==> config.mk <==
export PLATFORM = sky130hd
export DESIGN_NAME = emp_port
export DESIGN_NICKNAME = d
export VERILOG_FILES = /design/src/emp_pkg.sv /design/src/emp_bank_dec.sv /design/src/emp_pip_cap.sv /design/src/emp_port.sv
export SDC_FILE = /design/constraint.sdc
export NUM_CORES = 1
export LEC_CHECK = 0
export ABC_AREA = 1
export BUFFER_PORTS_ARGS = -buffer_cell sky130_fd_sc_hd__buf_2
export CAP_MARGIN = 25
export CORE_MARGIN = 3
export CORE_UTILIZATION = 45
export DETAILED_ROUTE_END_ITERATION = 10
export PLACE_DENSITY_LB_ADDON = 0.25
export SLEW_MARGIN = 5
export SYNTH_ARGS = -nofsm -noshare
export SYNTH_HDL_FRONTEND = slang
export SYNTH_SLANG_ARGS = --single-unit
==> constraint.sdc <==
create_clock -name ref_clk -period 11.7 [get_ports ref_clk]
set_input_delay 2.34 -clock ref_clk [delete_from_list [all_inputs] [get_ports ref_clk]]
set_output_delay 2.34 -clock ref_clk [all_outputs]
set_load 0.03 [all_outputs]
==> src/emp_pkg.sv <==
// Purpose: Shared constants for the external memory port pin logic
// Assumes: 10 MHz ref_clk
// Notes: APB register map, field positions and reset values
package emp_pkg;
    localparam int EMP_ADDR_W = 24;
    localparam int EMP_DATA_W = 32;
    localparam int EMP_BANKS = 4;
    localparam int EMP_GPIO = 4;
    // APB byte offsets
    localparam logic [7:0] EMP_OFS_CTRL = 8'h00;
    localparam logic [7:0] EMP_OFS_CMD = 8'h04;
    localparam logic [7:0] EMP_OFS_WDATA = 8'h08;
    localparam logic [7:0] EMP_OFS_RDATA = 8'h0C;
    localparam logic [7:0] EMP_OFS_STAT = 8'h10;
    localparam logic [7:0] EMP_OFS_FLAG = 8'h14;
    localparam logic [7:0] EMP_OFS_PIN = 8'h18;
    // CTRL fields
    localparam int EMP_CTRL_PMUX_LO = 0;   // data pin mode, 2 bits
    localparam int EMP_CTRL_G2_LO = 2;     // pin 2 mode, 2 bits
    localparam int EMP_CTRL_G3_LO = 4;     // pin 3 mode, 2 bits
    localparam int EMP_CTRL_COND = 6;      // conditional access, condition false
    localparam int EMP_CTRL_BOOT = 7;      // boot from flash on bank 1
    localparam logic [31:0] EMP_CTRL_RST = 32'h0000_0000;
    // CMD fields: address in [23:0], bank in [25:24], write in [26]
    localparam int EMP_CMD_BANK_LO = 24;
    localparam int EMP_CMD_WR = 26;
    // Data pin modes
    localparam logic [1:0] EMP_PMUX_EXTERNAL_MEMORY_INTERFACE_MODE = 2'h0;
    localparam logic [1:0] EMP_PMUX_PIP = 2'h1;
    localparam logic [1:0] EMP_PMUX_FLAG = 2'h2;
    localparam logic [1:0] EMP_PMUX_PWM = 2'h3;
    // General pin modes
    localparam logic [1:0] EMP_GMODE_FLAG = 2'h0;
    localparam logic [1:0] EMP_GMODE_ALT = 2'h1;
    localparam logic [1:0] EMP_GMODE_BANK = 2'h2;
    localparam logic [23:0] EMP_ADDR_RST = 24'h00_0000;
    localparam logic [3:0] EMP_BANK_IDLE = 4'hF;
    localparam int EMP_CLK_HZ = 10_000_000;
    localparam int EMP_STROBE_NS = 100;    // least strobe width
    localparam int EMP_STROBE_CYC =
        ((EMP_STROBE_NS * (EMP_CLK_HZ / 1_000_000)) + 999) / 1000;
endpackage

==> src/emp_bank_dec.sv <==
// Purpose: Decode a bank number into active-low bank selects
// Assumes: Combinational
// Notes: Idle forces every select high
`timescale 1ns/1ps
module emp_bank_dec
    import emp_pkg::*;
(
    input wire logic active,
    input wire logic [1:0] bank,
    output logic [EMP_BANKS-1:0] sel_n
);
    genvar g;
    generate
        for (g = 0; g < EMP_BANKS; g++)
        begin : g_sel
            assign sel_n[g] = !(active && (bank == 2'(g)));
        end
    endgenerate
endmodule // emp_bank_dec

==> src/emp_pip_cap.sv <==
// Purpose: Input channel 0 capture of the data pins
// Assumes: Pins synchronous to ref_clk
// Notes: Holds last word and a sticky fresh flag
`timescale 1ns/1ps
module emp_pip_cap
    import emp_pkg::*;
(
    input wire logic ref_clk,
    input wire logic reset,
    input wire logic enable,
    input wire logic [EMP_DATA_W-1:0] pins,
    input wire logic clear,
    output logic [EMP_DATA_W-1:0] word_r,
    output logic fresh_r
);
    always_ff @(posedge ref_clk or posedge reset)
    begin
        if (reset)
            word_r <= 32'h0000_0000;
        else if (enable)
            word_r <= pins;
    end

    // Set wins over clear
    always_ff @(posedge ref_clk or posedge reset)
    begin
        if (reset)
            fresh_r <= 1'b0;
        else if (enable)
            fresh_r <= 1'b1;
        else if (clear)
            fresh_r <= 1'b0;
    end
endmodule // emp_pip_cap

==> src/emp_port.sv <==
// Purpose: External asynchronous memory port pins with APB control
// Assumes: One 10 MHz clock, pins synchronous to it
// Notes: One access at a time, started by a write to CMD
//
// The APB register port and the register offsets were left to the implementer.
`timescale 1ns/1ps
module emp_port
    import emp_pkg::*;
(
    input wire logic ref_clk,
    input wire logic reset,
    input wire logic psel,
    input wire logic penable,
    input wire logic pwrite,
    input wire logic [7:0] paddr,
    input wire logic [31:0] pwdata,
    output logic [31:0] prdata,
    output logic pready,
    output logic pslverr,
    output logic [EMP_ADDR_W-1:0] ext_addr,
    input wire logic [EMP_DATA_W-1:0] data_in,
    output logic [EMP_DATA_W-1:0] data_out,
    output logic [EMP_DATA_W-1:0] data_oe_n,
    input wire logic ack,
    output logic [1:0] memory_bank_select_n,
    output logic read_strobe_n,
    output logic write_strobe_n,
    input wire logic [EMP_GPIO-1:0] gpio_in,
    output logic [EMP_GPIO-1:0] gpio_out,
    output logic [EMP_GPIO-1:0] gpio_oe_n,
    input wire logic [EMP_DATA_W-1:0] pwm_in,
    input wire logic timer_expired_output,
    output logic [EMP_GPIO-1:0] irq_req
);
    typedef enum logic [1:0] {
        EMP_IDLE = 2'b00,
        EMP_SETUP = 2'b01,
        EMP_STROBE = 2'b10,
        EMP_DONE = 2'b11
    } emp_state_type;

    function automatic logic hit(input logic [7:0] a, input logic [7:0] ofs);
        hit = (a == ofs);
    endfunction

    // Both strobes share one decode; a false condition leaves them high
    function automatic logic strobe_on(input emp_state_type s, input logic want_wr,
        input logic is_wr, input logic skip);
        strobe_on = (s == EMP_STROBE) && (want_wr == is_wr) && !skip;
    endfunction

    emp_state_type state_r;
    logic [31:0] ctrl_r;
    logic [31:0] wdata_r;
    logic [31:0] rdata_r;
    logic [EMP_ADDR_W-1:0] addr_r;
    logic [1:0] bank_r;
    logic wr_r;
    logic cond_r;
    logic [3:0] wait_r;
    logic [EMP_GPIO-1:0] flag_out_r;
    logic [EMP_GPIO-1:0] flag_dir_r;
    logic [EMP_DATA_W-1:0] dflag_r;
    logic [EMP_DATA_W-1:0] dflag_dir_r;
    logic active;
    logic [3:0] bank_sel_n;
    logic [1:0] pmux;
    logic [1:0] g2_mode;
    logic [1:0] g3_mode;
    logic apb_wr;
    logic apb_rd;
    logic busy;
    logic [EMP_DATA_W-1:0] pip_word;
    logic pip_fresh;
    logic [31:0] rd_mux;
    logic known;
    logic last_cyc;
    logic [EMP_DATA_W-1:0] data_out_nxt;
    logic [EMP_DATA_W-1:0] data_oe_n_nxt;
    logic [EMP_GPIO-1:0] irq_req_nxt;

    assign pmux = ctrl_r[EMP_CTRL_PMUX_LO +: 2];
    assign g2_mode = ctrl_r[EMP_CTRL_G2_LO +: 2];
    assign g3_mode = ctrl_r[EMP_CTRL_G3_LO +: 2];
    assign busy = (state_r != EMP_IDLE);
    assign apb_wr = psel && penable && pwrite;
    assign apb_rd = psel && penable && !pwrite;
    assign pready = 1'b1;
    assign last_cyc = (state_r == EMP_STROBE) && (wait_r <= 4'h1) && ack;
    assign known = hit(paddr, EMP_OFS_CTRL) || hit(paddr, EMP_OFS_CMD)
        || hit(paddr, EMP_OFS_WDATA) || hit(paddr, EMP_OFS_RDATA)
        || hit(paddr, EMP_OFS_STAT) || hit(paddr, EMP_OFS_FLAG)
        || hit(paddr, EMP_OFS_PIN);
    // Command while busy is refused with an error rather than queued
    assign pslverr = psel && penable && (!known
        || (pwrite && hit(paddr, EMP_OFS_CMD) && busy));

    always_ff @(posedge ref_clk or posedge reset)
    begin
        if (reset)
            ctrl_r <= EMP_CTRL_RST;
        else if (apb_wr && hit(paddr, EMP_OFS_CTRL))
            ctrl_r <= {24'h00_0000, pwdata[7:0]};
    end

    always_ff @(posedge ref_clk or posedge reset)
    begin
        if (reset)
            wdata_r <= 32'h0000_0000;
        else if (apb_wr && hit(paddr, EMP_OFS_WDATA))
            wdata_r <= pwdata;
    end

    always_ff @(posedge ref_clk or posedge reset)
    begin
        if (reset)
        begin
            flag_out_r <= 4'h0;
            flag_dir_r <= 4'h0;
        end
        else if (apb_wr && hit(paddr, EMP_OFS_FLAG))
        begin
            flag_out_r <= pwdata[3:0];
            flag_dir_r <= pwdata[7:4];
        end
    end

    always_ff @(posedge ref_clk or posedge reset)
    begin
        if (reset)
        begin
            dflag_r <= 32'h0000_0000;
            dflag_dir_r <= 32'h0000_0000;
        end
        else if (apb_wr && hit(paddr, EMP_OFS_PIN))
        begin
            dflag_r <= pwdata;
            dflag_dir_r <= pwdata;
        end
    end

    // Access sequencer: setup cycle, strobe held while ack is low, one idle cycle
    always_ff @(posedge ref_clk or posedge reset)
    begin
        if (reset)
        begin
            state_r <= EMP_IDLE;
            addr_r <= EMP_ADDR_RST;
            bank_r <= 2'h0;
            wr_r <= 1'b0;
            cond_r <= 1'b0;
            wait_r <= 4'h0;
        end
        else
        begin
            case (state_r)
                EMP_IDLE:
                begin
                    if (apb_wr && hit(paddr, EMP_OFS_CMD))
                    begin
                        addr_r <= pwdata[EMP_ADDR_W-1:0];
                        bank_r <= pwdata[EMP_CMD_BANK_LO +: 2];
                        wr_r <= pwdata[EMP_CMD_WR];
                        cond_r <= ctrl_r[EMP_CTRL_COND];
                        state_r <= EMP_SETUP;
                    end
                end
                EMP_SETUP:
                begin
                    wait_r <= 4'(EMP_STROBE_CYC);
                    state_r <= EMP_STROBE;
                end
                EMP_STROBE:
                begin
                    if (wait_r > 4'h1)
                        wait_r <= wait_r - 4'h1;
                    else if (ack)
                        state_r <= EMP_DONE;
                end
                EMP_DONE:
                    state_r <= EMP_IDLE;
                default:
                    state_r <= EMP_IDLE;
            endcase
        end
    end

    // A false condition still selects the bank but moves no data
    always_ff @(posedge ref_clk or posedge reset)
    begin
        if (reset)
            rdata_r <= 32'h0000_0000;
        else if (last_cyc && !wr_r && !cond_r)
            rdata_r <= data_in;
    end

    // Bank 1 is also the flash select when booting
    assign active = busy || ctrl_r[EMP_CTRL_BOOT];

    emp_bank_dec u_dec (
        .active(active),
        .bank(ctrl_r[EMP_CTRL_BOOT] && !busy ? 2'h1 : bank_r),
        .sel_n(bank_sel_n)
    );

    assign memory_bank_select_n = bank_sel_n[1:0];
    assign ext_addr = addr_r;
    assign read_strobe_n = !strobe_on(state_r, 1'b0, wr_r, cond_r);
    assign write_strobe_n = !strobe_on(state_r, 1'b1, wr_r, cond_r);

    emp_pip_cap u_pip (
        .ref_clk(ref_clk),
        .reset(reset),
        .enable(pmux == EMP_PMUX_PIP),
        .pins(data_in),
        .clear(apb_rd && hit(paddr, EMP_OFS_PIN)),
        .word_r(pip_word),
        .fresh_r(pip_fresh)
    );

    always_comb
    begin
        data_out_nxt = 32'h0000_0000;
        data_oe_n_nxt = 32'hFFFF_FFFF;
        case (pmux)
            EMP_PMUX_EXTERNAL_MEMORY_INTERFACE_MODE:
            begin
                data_out_nxt = wdata_r;
                data_oe_n_nxt = (busy && wr_r && !cond_r) ? 32'h0000_0000 : 32'hFFFF_FFFF;
            end
            EMP_PMUX_FLAG:
            begin
                data_out_nxt = dflag_r;
                data_oe_n_nxt = ~dflag_dir_r;
            end
            EMP_PMUX_PWM:
            begin
                data_out_nxt = pwm_in;
                data_oe_n_nxt = 32'h0000_0000;
            end
            default:
            begin
                data_out_nxt = 32'h0000_0000;
                data_oe_n_nxt = 32'hFFFF_FFFF;
            end
        endcase
    end

    // Pads are fed from flops; the write drive, decoded in setup, still covers the strobe
    always_ff @(posedge ref_clk or posedge reset)
    begin
        if (reset)
        begin
            data_out <= 32'h0000_0000;
            data_oe_n <= 32'hFFFF_FFFF;
        end
        else
        begin
            data_out <= data_out_nxt;
            data_oe_n <= data_oe_n_nxt;
        end
    end

    // General pins: flags by default, alternate or bank select by mode
    always_comb
    begin
        gpio_out = flag_out_r;
        gpio_oe_n = ~flag_dir_r;
        irq_req_nxt = 4'h0;
        irq_req_nxt[1:0] = gpio_in[1:0];
        if (g2_mode == EMP_GMODE_ALT)
        begin
            gpio_oe_n[2] = 1'b1;
            irq_req_nxt[2] = !gpio_in[2];
        end
        else if (g2_mode == EMP_GMODE_BANK)
        begin
            gpio_out[2] = bank_sel_n[2];
            gpio_oe_n[2] = 1'b0;
        end
        if (g3_mode == EMP_GMODE_ALT)
        begin
            gpio_out[3] = timer_expired_output;
            gpio_oe_n[3] = 1'b0;
        end
        else if (g3_mode == EMP_GMODE_BANK)
        begin
            gpio_out[3] = bank_sel_n[3];
            gpio_oe_n[3] = 1'b0;
        end
    end

    // Interrupt requests leave from a flop, one cycle behind the pins
    always_ff @(posedge ref_clk or posedge reset)
    begin
        if (reset)
            irq_req <= 4'h0;
        else
            irq_req <= irq_req_nxt;
    end

    always_comb
    begin
        rd_mux = 32'h0000_0000;
        if (hit(paddr, EMP_OFS_CTRL))
            rd_mux = ctrl_r;
        else if (hit(paddr, EMP_OFS_CMD))
            rd_mux = {5'h00, wr_r, bank_r, addr_r};
        else if (hit(paddr, EMP_OFS_WDATA))
            rd_mux = wdata_r;
        else if (hit(paddr, EMP_OFS_RDATA))
            rd_mux = rdata_r;
        else if (hit(paddr, EMP_OFS_STAT))
            rd_mux = {27'h000_0000, pip_fresh, !ack, state_r, busy};
        else if (hit(paddr, EMP_OFS_FLAG))
            rd_mux = {24'h00_0000, flag_dir_r, gpio_in};
        else if (hit(paddr, EMP_OFS_PIN))
            rd_mux = pip_word;
    end

    // Read data from a flop, loaded in the setup cycle
    always_ff @(posedge ref_clk or posedge reset)
    begin
        if (reset)
            prdata <= 32'h0000_0000;
        else if (psel && !penable && !pwrite)
            prdata <= rd_mux;
    end
endmodule // emp_port

==> results.toml, run 1 <==
[critical_path]
crit_arrival_ns = 4.49
worstReg2RegEnd = "rdata_r[14]"
path_max_fanout = 27
criticalPathCategory = "in -> out"
startpoint = "paddr[1]"
worstSetupEndpoint = "pslverr"
critPathLaunchType = "input port"
r2r_slack_ns = 9.59
critical_path.endpoint_type = "output port"
reg2reg_from = "state_r[0]"
reg2regPathDepth = 7
required_ns = 9.36

[timing]
skew_ns = 0.0130
fmax_mhz = 146
fin_setup_tns_ns = 0
slew_headroom = 0.388
timing.hold.ws_ns = 0.458
rsz0062_at_grt = "false"
finalHoldViolCount = 0
maxSlewViolCount = 0
worstMarginPinSlew_ns = 0.918
min_period_ns = 6.83
post-route-period-util = 0.584
finalSetupViolCount = 0

[finish]
nets = 1715
area_delta_synth_final_pct = 21.2
fin_cells = 1948
drive_gt1_frac = 0.236
diodes = 0
fillers = 2382

[clock_tree]
post_cts_resized = 0
cts_root_buffer = "clkbuf_16"
tritoncts = "built"
path_clk_slew_ns = 0.06
cts_setup_buffers = 0
cts.sinks = 278
cts.path.max_buffers = 3
clock_latency_ns = 0.54
ctsHoldBuffers = 0
numCtsBuffers = 29
htreeDepth = 1

[floorplan]
die_area_mm2 = 0.0283
ioPinCount = 253
fp-row-count = 58
initial_core_util = 0.464
fp.dieH_um = 168
die_width_um = 168
coreArea_mm2 = 0.0255

[power_and_ir_drop]
leakagePower_nw = 7.52
power.internal_mw = 1.71
p_sw_mw = 0.629
pwr-share-seq = 0.479
clkPwrFrac = 0.392
switching_share = 0.268
p_per_area_mw_per_mm2 = 163
vdd_drop_max_v = 0.000140
combPwrFrac = 0.129

[synth]
syn_nets = 1492
yosysMostFrequentCell = "nand2_1"
syn_area_per_cell_um2 = 8.64
synth_top_cell_area_share = 0.519
syn_inst = 1372
ys_seq_area_frac = 0.590
async_flop_share = 1.00
ys_warn_count = 0
synth_seq_cells = 278
synthFlopType = "dfrtp_1"
netlist_top_cells_area = "dfrtp_1, nand2_1, o21ai_0"
synth_area_leader_cell = "dfrtp_1"
synth.distinct_cells = 36
synth_common_cells = "nand2_1, dfrtp_1, o21ai_0"
synth_edf_count = 0
syn_area_mm2 = 0.0119

[route]
wl_per_cell_um = 17.7
drtIter0Drc = 990
final_antenna_net_count = 0
finalWirelength_um = 34400
drt-pass1-iter-count = 5
vias = 10047
routed_via_density = 5.16
drc = 0

[global_route]
grt_max_degree = 133
grt_pass1_vias = 9223
antenna_found_initial = 0
grt_remaining_overflow = 0
grt_pass1_wl_um = 53900
grtUsageTotal = 0.238

[place]
dp_hpwl_um = 24700
place.gp.congestion = 0.883
dpl.cell_count = 1890
port-buffer-count = 250

[job]
drv_cap = 0

[min_path]
hp-class = "reg -> reg"

[run_status]
outcome = "completed"
through the flow:
stage | setup WS, ns | instance area, um2 | power [mW] | util
2_1_floorplan | 1.75 | 11900 | 1.33 | -
3_3_place_gp | 4.90 | 13300 | 1.42 | 0.519
3_5_place_dp | 4.86 | 13300 | 1.44 | 0.521
4_1_cts | 4.86 | 14300 | 2.36 | 0.559
5_1_grt | 4.69 | 14400 | 2.45 | 0.562
6_report | 4.87 | 14400 | 2.34 | 0.562
cell usage in the layout, fill, tap and decap left out, drive strengths merged, types with 10 or more instances in the layout:
cell    Yosys  layout
a21oi      34      34
inv       118     119
dfstp      32      32
nand3      98      98
o21ai     217     217
nor2       75      75
nand2     433     433
dfrtp     246     246
buf        19     265
clkbuf     54      48
nand4      10      10
state kept, by name, indices dropped and copies added (netlist names), 3 cells and up:
name,count
u_pip.word_r,32
ext_addr,24
dflag_dir_r,32
ctrl_r,8
flag_out_r,4
rdata_r,32
prdata,32
data_oe_n,32
data_out,32
irq_req,3
wdata_r,32
flag_dir_r,4
wait_r,4
worst min path at each step:
stage	from	to	depth (start not counted)
final	dflag_dir_r[21]	data_oe_n[21]	1
after global routing	dflag_dir_r[30]	data_oe_n[30]	1
after CTS	dflag_dir_r[29]	data_oe_n[29]	1
after detailed placement	dflag_dir_r[21]	data_oe_n[21]	1
after global placement	dflag_dir_r[30]	data_oe_n[30]	1
after floorplan	dflag_dir_r[0]	data_oe_n[0]	1
final cells by class:
class / count / area, um2 / area share
repair buffers: 265 / 1450 / 0.101
inverters: 121 / 463 / 0.0322
clock inverters: 6 / 58.8 / 0.00409
well taps: 330 / 413 / 0.0287
flip-flops and latches: 278 / 7000 / 0.487
multi-input cells: 900 / 4080 / 0.284
clock buffers: 48 / 907 / 0.0632
metal layers:
layer,up-vias,global-route usage,wire (um)
met4,0,0.0534,782
li1,4829,-,-
met2,405,0.339,14400
met1,4761,0.381,16500
met3,52,0.0387,2720
met5,-,0,0
power by group through the flow:
| stage | combinational (mW) | clock [mW] | sequential (mW) |
|---|---|---|---|
| 2_1_floorplan | 0.192 | 0 | 1.14 |
| 3_3_place_gp | 0.288 | 0 | 1.13 |
| 3_5_place_dp | 0.299 | 0 | 1.14 |
| 4_1_cts | 0.300 | 0.937 | 1.12 |
| 5_1_grt | 0.347 | 0.976 | 1.13 |
| 6_report | 0.302 | 0.919 | 1.12 |
critical path: stages:
cell      delay [ns]
buf_2           0.10
inv_1           0.13
nand2_8         0.08
nor2_2          0.47
nand2_2         0.34
clkinv_2        0.40
nand2_1         0.12
o21ai_0         0.24
buf_2           0.25
cells by family after synthesis:
group | synth area share
adder cells (fa/ha/maj) | 0.00528
XOR/XNOR | 0.000739
other | 0.000634
buffers and inverters | 0.0669
multiplexers | 0.00285
AO/OA/AOI/OAI | 0.112
flip-flops | 0.590
AND/OR/NAND/NOR | 0.221
Power figures use the tool's default switching activity.
==> run 2: changes to the inputs <==
clock period = 6.38 ns   (was 11.7 ns; I/O delays follow)
==> results.toml, run 2 (synthesis results as in run 1) <==
[run_status]
outcome = "completed"

[floorplan]
initial_core_util = 0.464
ioPinCount = 253
fp.dieH_um = 168
coreArea_mm2 = 0.0255
fp-row-count = 58
die_width_um = 168
die_area_mm2 = 0.0283

[power_and_ir_drop]
vdd_drop_max_v = 0.000213
finalPower_mw = 4.45
p_per_area_mw_per_mm2 = 308
leakagePower_nw = 7.55

[place]
dpl.cell_count = 1890
dp_hpwl_um = 24400
place_ws_ns = 1.62
port-buffer-count = 250
place.gp.congestion = 0.898

[clock_tree]
cts.path.max_buffers = 3
numCtsBuffers = 30
cts_root_buffer = "clkbuf_16"
clock_latency_ns = 0.54
tritoncts = "built"
post_cts_resized = 0
htreeDepth = 1
cts_setup_buffers = 0
cts.sinks = 278
ctsHoldBuffers = 0
path_clk_slew_ns = 0.06

[critical_path]
reg2reg_from = "state_r[0]"
crit_arrival_ns = 3.48
critPathTopFamily = "simple AND/OR/NAND/NOR gates"
path_buf_inv = 4
critical_path.endpoint_type = "output port"
reg2regPathDepth = 7
required_ns = 5.10
r2r_slack_ns = 4.15
slowest_delay_ns = 0.50
critPathLaunchType = "input port"
worstReg2RegEnd = "rdata_r[24]"
path_cells = "buf_2 -> inv_1 -> nand2_8 -> nor2_2 -> nand2_2 -> clkinv_2 -> nand2_1 -> o21ai_0 -> buf_2"
criticalPathCategory = "in -> out"
worst_path_most_repeated_cell = "buf_2"
cp_slowest_cell = "nor2_2"
path_max_fanout = 27

[finish]
drive_gt1_frac = 0.238
diodes = 0
area_delta_synth_final_pct = 22.1
layout_common_cells = "nand2_1, buf_2, dfrtp_1"
fin_cells = 1950
layout_commonest_cell = "nand2_1"
post-route-util = 0.566
nets = 1716

[timing]
post-route-period-util = 0.746
skew_ns = 0.0182
slew_headroom = 0.427
setup_ws_ns = 1.62
fmax_mhz = 210
fin_setup_tns_ns = 0
min_period_ns = 4.76
rsz0062_at_grt = "false"
maxSlewViolCount = 0
worstMarginPinSlew_ns = 0.858
finalHoldViolCount = 0
finalSetupViolCount = 0

[global_route]
grt_pass1_vias = 9664
grt_remaining_overflow = 0
antenna_found_initial = 0
grtUsageTotal = 0.240
grt_max_degree = 159
grt_pass1_wl_um = 54400

[route]
final_antenna_net_count = 0
routed_via_density = 5.13
drtIter0Drc = 1155
drc = 0
vias = 10012
drt-pass1-iter-count = 5
wl_per_cell_um = 17.6
finalWirelength_um = 34300

[min_path]
holdPathEnd = "data_oe_n[29]"
hp-start = "dflag_dir_r[29]"
hp-class = "reg -> reg"
min_path_cells = 1

[job]
drv_cap = 0
==> run 2: cell count changes in the layout (fill, tap and decap cells not counted), sizes merged <==
cell	delta
clkbuf	-4
clkinv	+1
bufinv	+3
clkinvlp	+4
inv	-2
==> run 2: report_power, final <==
group | leakage, nW | switching (mW) | internal, mW
Sequential | 3.58 | 0.101 | 1.96
Clock | 0.517 | 0.708 | 1.13
Combinational | 3.45 | 0.368 | 0.185
==> run 2: routing by layer <==
metal  vias to the layer above  share of wire  GRT usage
li1                       4832              -          -
met1                      4745           0.49      0.387
met2                       390           0.42      0.343
met3                        45          0.070     0.0355
met4                         0          0.019     0.0505
met5                         -              0          0
==> run 2: how the worst max path moves through the flow <==
stage,start,to,depth (start not counted)
4_1_cts,paddr[0],pslverr,9
3_3_place_gp,paddr[0],pslverr,9
5_1_grt,paddr[0],pslverr,9
6_report,paddr[0],pslverr,9
2_1_floorplan,reset,bank_r[0],1
3_5_place_dp,paddr[0],pslverr,9
==> run 2: layout make-up <==
type                    count  area (um2)
fillers                  2349       11100
flip-flops and latches    278        7000
multi-input cells         900        4080
repair buffers            265        1450
clock buffers              44         895
inverters                 121         459
well taps                 330         413
clock inverters            12         179
==> run 2: per-stage QoR <==
stage | hold slack (ns) | area [um2]
after floorplan | 0.426 | 11900
after global placement | 0.441 | 13300
after detailed placement | 0.443 | 13300
after CTS | 0.453 | 14400
after global routing | 0.488 | 14500
final | 0.457 | 14500
==> run 3: changes to the inputs <==
clock period = 4.7 ns   (was 6.38 ns; I/O delays follow)
==> results.toml, run 3 (synthesis results as in run 1) <==
[run_status]
outcome = "completed"

[place]
dp_hpwl_um = 24300
port-buffer-count = 250
place.gp.congestion = 0.933

[timing]
fin_setup_tns_ns = 0
maxSlewViolCount = 0
post-route-period-util = 0.734
worstMarginPinSlew_ns = 0.865
finalHoldViolCount = 0
finalSetupViolCount = 0
skew_ns = 0.0127
min_period_ns = 3.45
rsz0062_at_grt = "false"
slew_headroom = 0.423
fmax_mhz = 290

[power_and_ir_drop]
switching_share = 0.273
finalPower_mw = 5.76
leakagePower_nw = 7.50
p_sw_mw = 1.57
vdd_drop_max_v = 0.000261
clkPwrFrac = 0.384
combPwrFrac = 0.132
p_per_area_mw_per_mm2 = 401
pwr-share-seq = 0.485
power.internal_mw = 4.18

[global_route]
grt_remaining_overflow = 0
grt_pass1_vias = 9342
grtUsageTotal = 0.233
grt_max_degree = 111
antenna_found_initial = 0
grt_pass1_wl_um = 53100

[min_path]
hp-class = "in -> async"

[clock_tree]
cts_root_buffer = "clkbuf_16"
post_cts_resized = 0
numCtsBuffers = 29
htreeDepth = 1
path_clk_slew_ns = 0.06
clock_latency_ns = 0.55
ctsHoldBuffers = 0
cts.sinks = 278
cts.path.max_buffers = 3
tritoncts = "built"
cts_setup_buffers = 0

[floorplan]
ioPinCount = 253
initial_core_util = 0.464
die_width_um = 168
fp-row-count = 58
coreArea_mm2 = 0.0255
die_area_mm2 = 0.0283
fp.dieH_um = 168

[finish]
fillers = 2374
seq_area_mm2 = 0.00700
diodes = 0
nets = 1717
drive_gt1_frac = 0.236
layout_common_cells = "nand2_1, buf_2, dfrtp_1"
layout_commonest_cell = "nand2_1"
area_delta_synth_final_pct = 21.0
multi_input_area_mm2 = 0.00408

[route]
vias = 9974
wl_per_cell_um = 17.4
drc = 0
routed_via_density = 5.12
drtIter0Drc = 1184
drt-pass1-iter-count = 5
finalWirelength_um = 33800
final_antenna_net_count = 0

[critical_path]
criticalPathCategory = "in -> out"
critical_path.endpoint_type = "output port"
crit_arrival_ns = 2.51
cp_slowest_cell = "nor2_4"
path_max_fanout = 17
required_ns = 3.76
critPathLaunchType = "input port"
slowest_delay_ns = 0.30
path_cells = "buf_2 -> inv_1 -> nand2_1 -> nor2_4 -> nand2_2 -> clkinv_2 -> nand2_1 -> o21ai_0 -> buf_2"

[job]
drv_cap = 0
run 3: cell count changes in the layout (fill, tap and decap cells not counted), sizes merged:
cell	previous run	this run
clkinvlp	4	2
buf	265	266
clkinv	8	10
inv	117	118
bufinv	4	1
run 3: layer usage:
| layer | GRT usage | share of wire | up-vias |
|---|---|---|---|
| li1 | - | - | 4839 |
| met1 | 0.372 | 0.48 | 4707 |
| met2 | 0.338 | 0.43 | 387 |
| met3 | 0.0359 | 0.073 | 41 |
| met4 | 0.0459 | 0.017 | 0 |
| met5 | 0 | 0 | - |
run 3: final timing paths:
path	startpoint	to	slack, ns	cells past startpoint
hold reg to reg	dflag_dir_r[27]	data_oe_n[27]	0.45	1
min in group ref_clk	dflag_dir_r[27]	data_oe_n[27]	0.45	1
max in group asynchronous	reset	rdata_r[15]	3.41	3
setup / recovery	paddr[6]	pslverr	1.25	9
hold / removal	reset	wdata_r[2]	0.36	2
setup reg to reg	state_r[0]	rdata_r[4]	2.46	7
run 3: layout make-up:
cell class	instances	share of cell area
Sequential cell	278	0.488
Tap cell	330	0.0288
Clock buffer	43	0.0577
Clock inverter	10	0.00645
Inverter	121	0.0320
Timing Repair Buffer	267	0.103
Multi-Input combinational cell	900	0.284
run 3: worst max-delay path, delay by kind of cell:
family	cells	cell delay (ns)
AO/OA/AOI/OAI	1	0.30
buffers and inverters	4	0.53
AND/OR/NAND/NOR	4	0.74
run 3: power groups by stage:
| stage | Combinational [mW] | Clock (mW) | Sequential, mW |
|---|---|---|---|
| floorplan | 0.477 | 0 | 2.84 |
| detailed placement | 0.744 | 0 | 2.83 |
| finish | 0.757 | 2.21 | 2.79 |
| CTS | 0.748 | 2.25 | 2.79 |
| global placement | 0.720 | 0 | 2.82 |
| global route | 0.865 | 2.36 | 2.82 |
run 3: through the flow:
stage | cells | utilization | hold slack (ns) | cell area, um2 | setup WS, ns
after floorplan | 1372 | - | 0.426 | 11900 | 0.107
after global placement | 1891 | 0.521 | 0.448 | 13300 | 1.30
after detailed placement | 1891 | 0.521 | 0.442 | 13300 | 1.27
after CTS | 1944 | 0.557 | 0.356 | 14200 | 1.28
after global routing | 1949 | 0.562 | 0.374 | 14300 | 1.16
final | 1949 | 0.562 | 0.364 | 14300 | 1.25
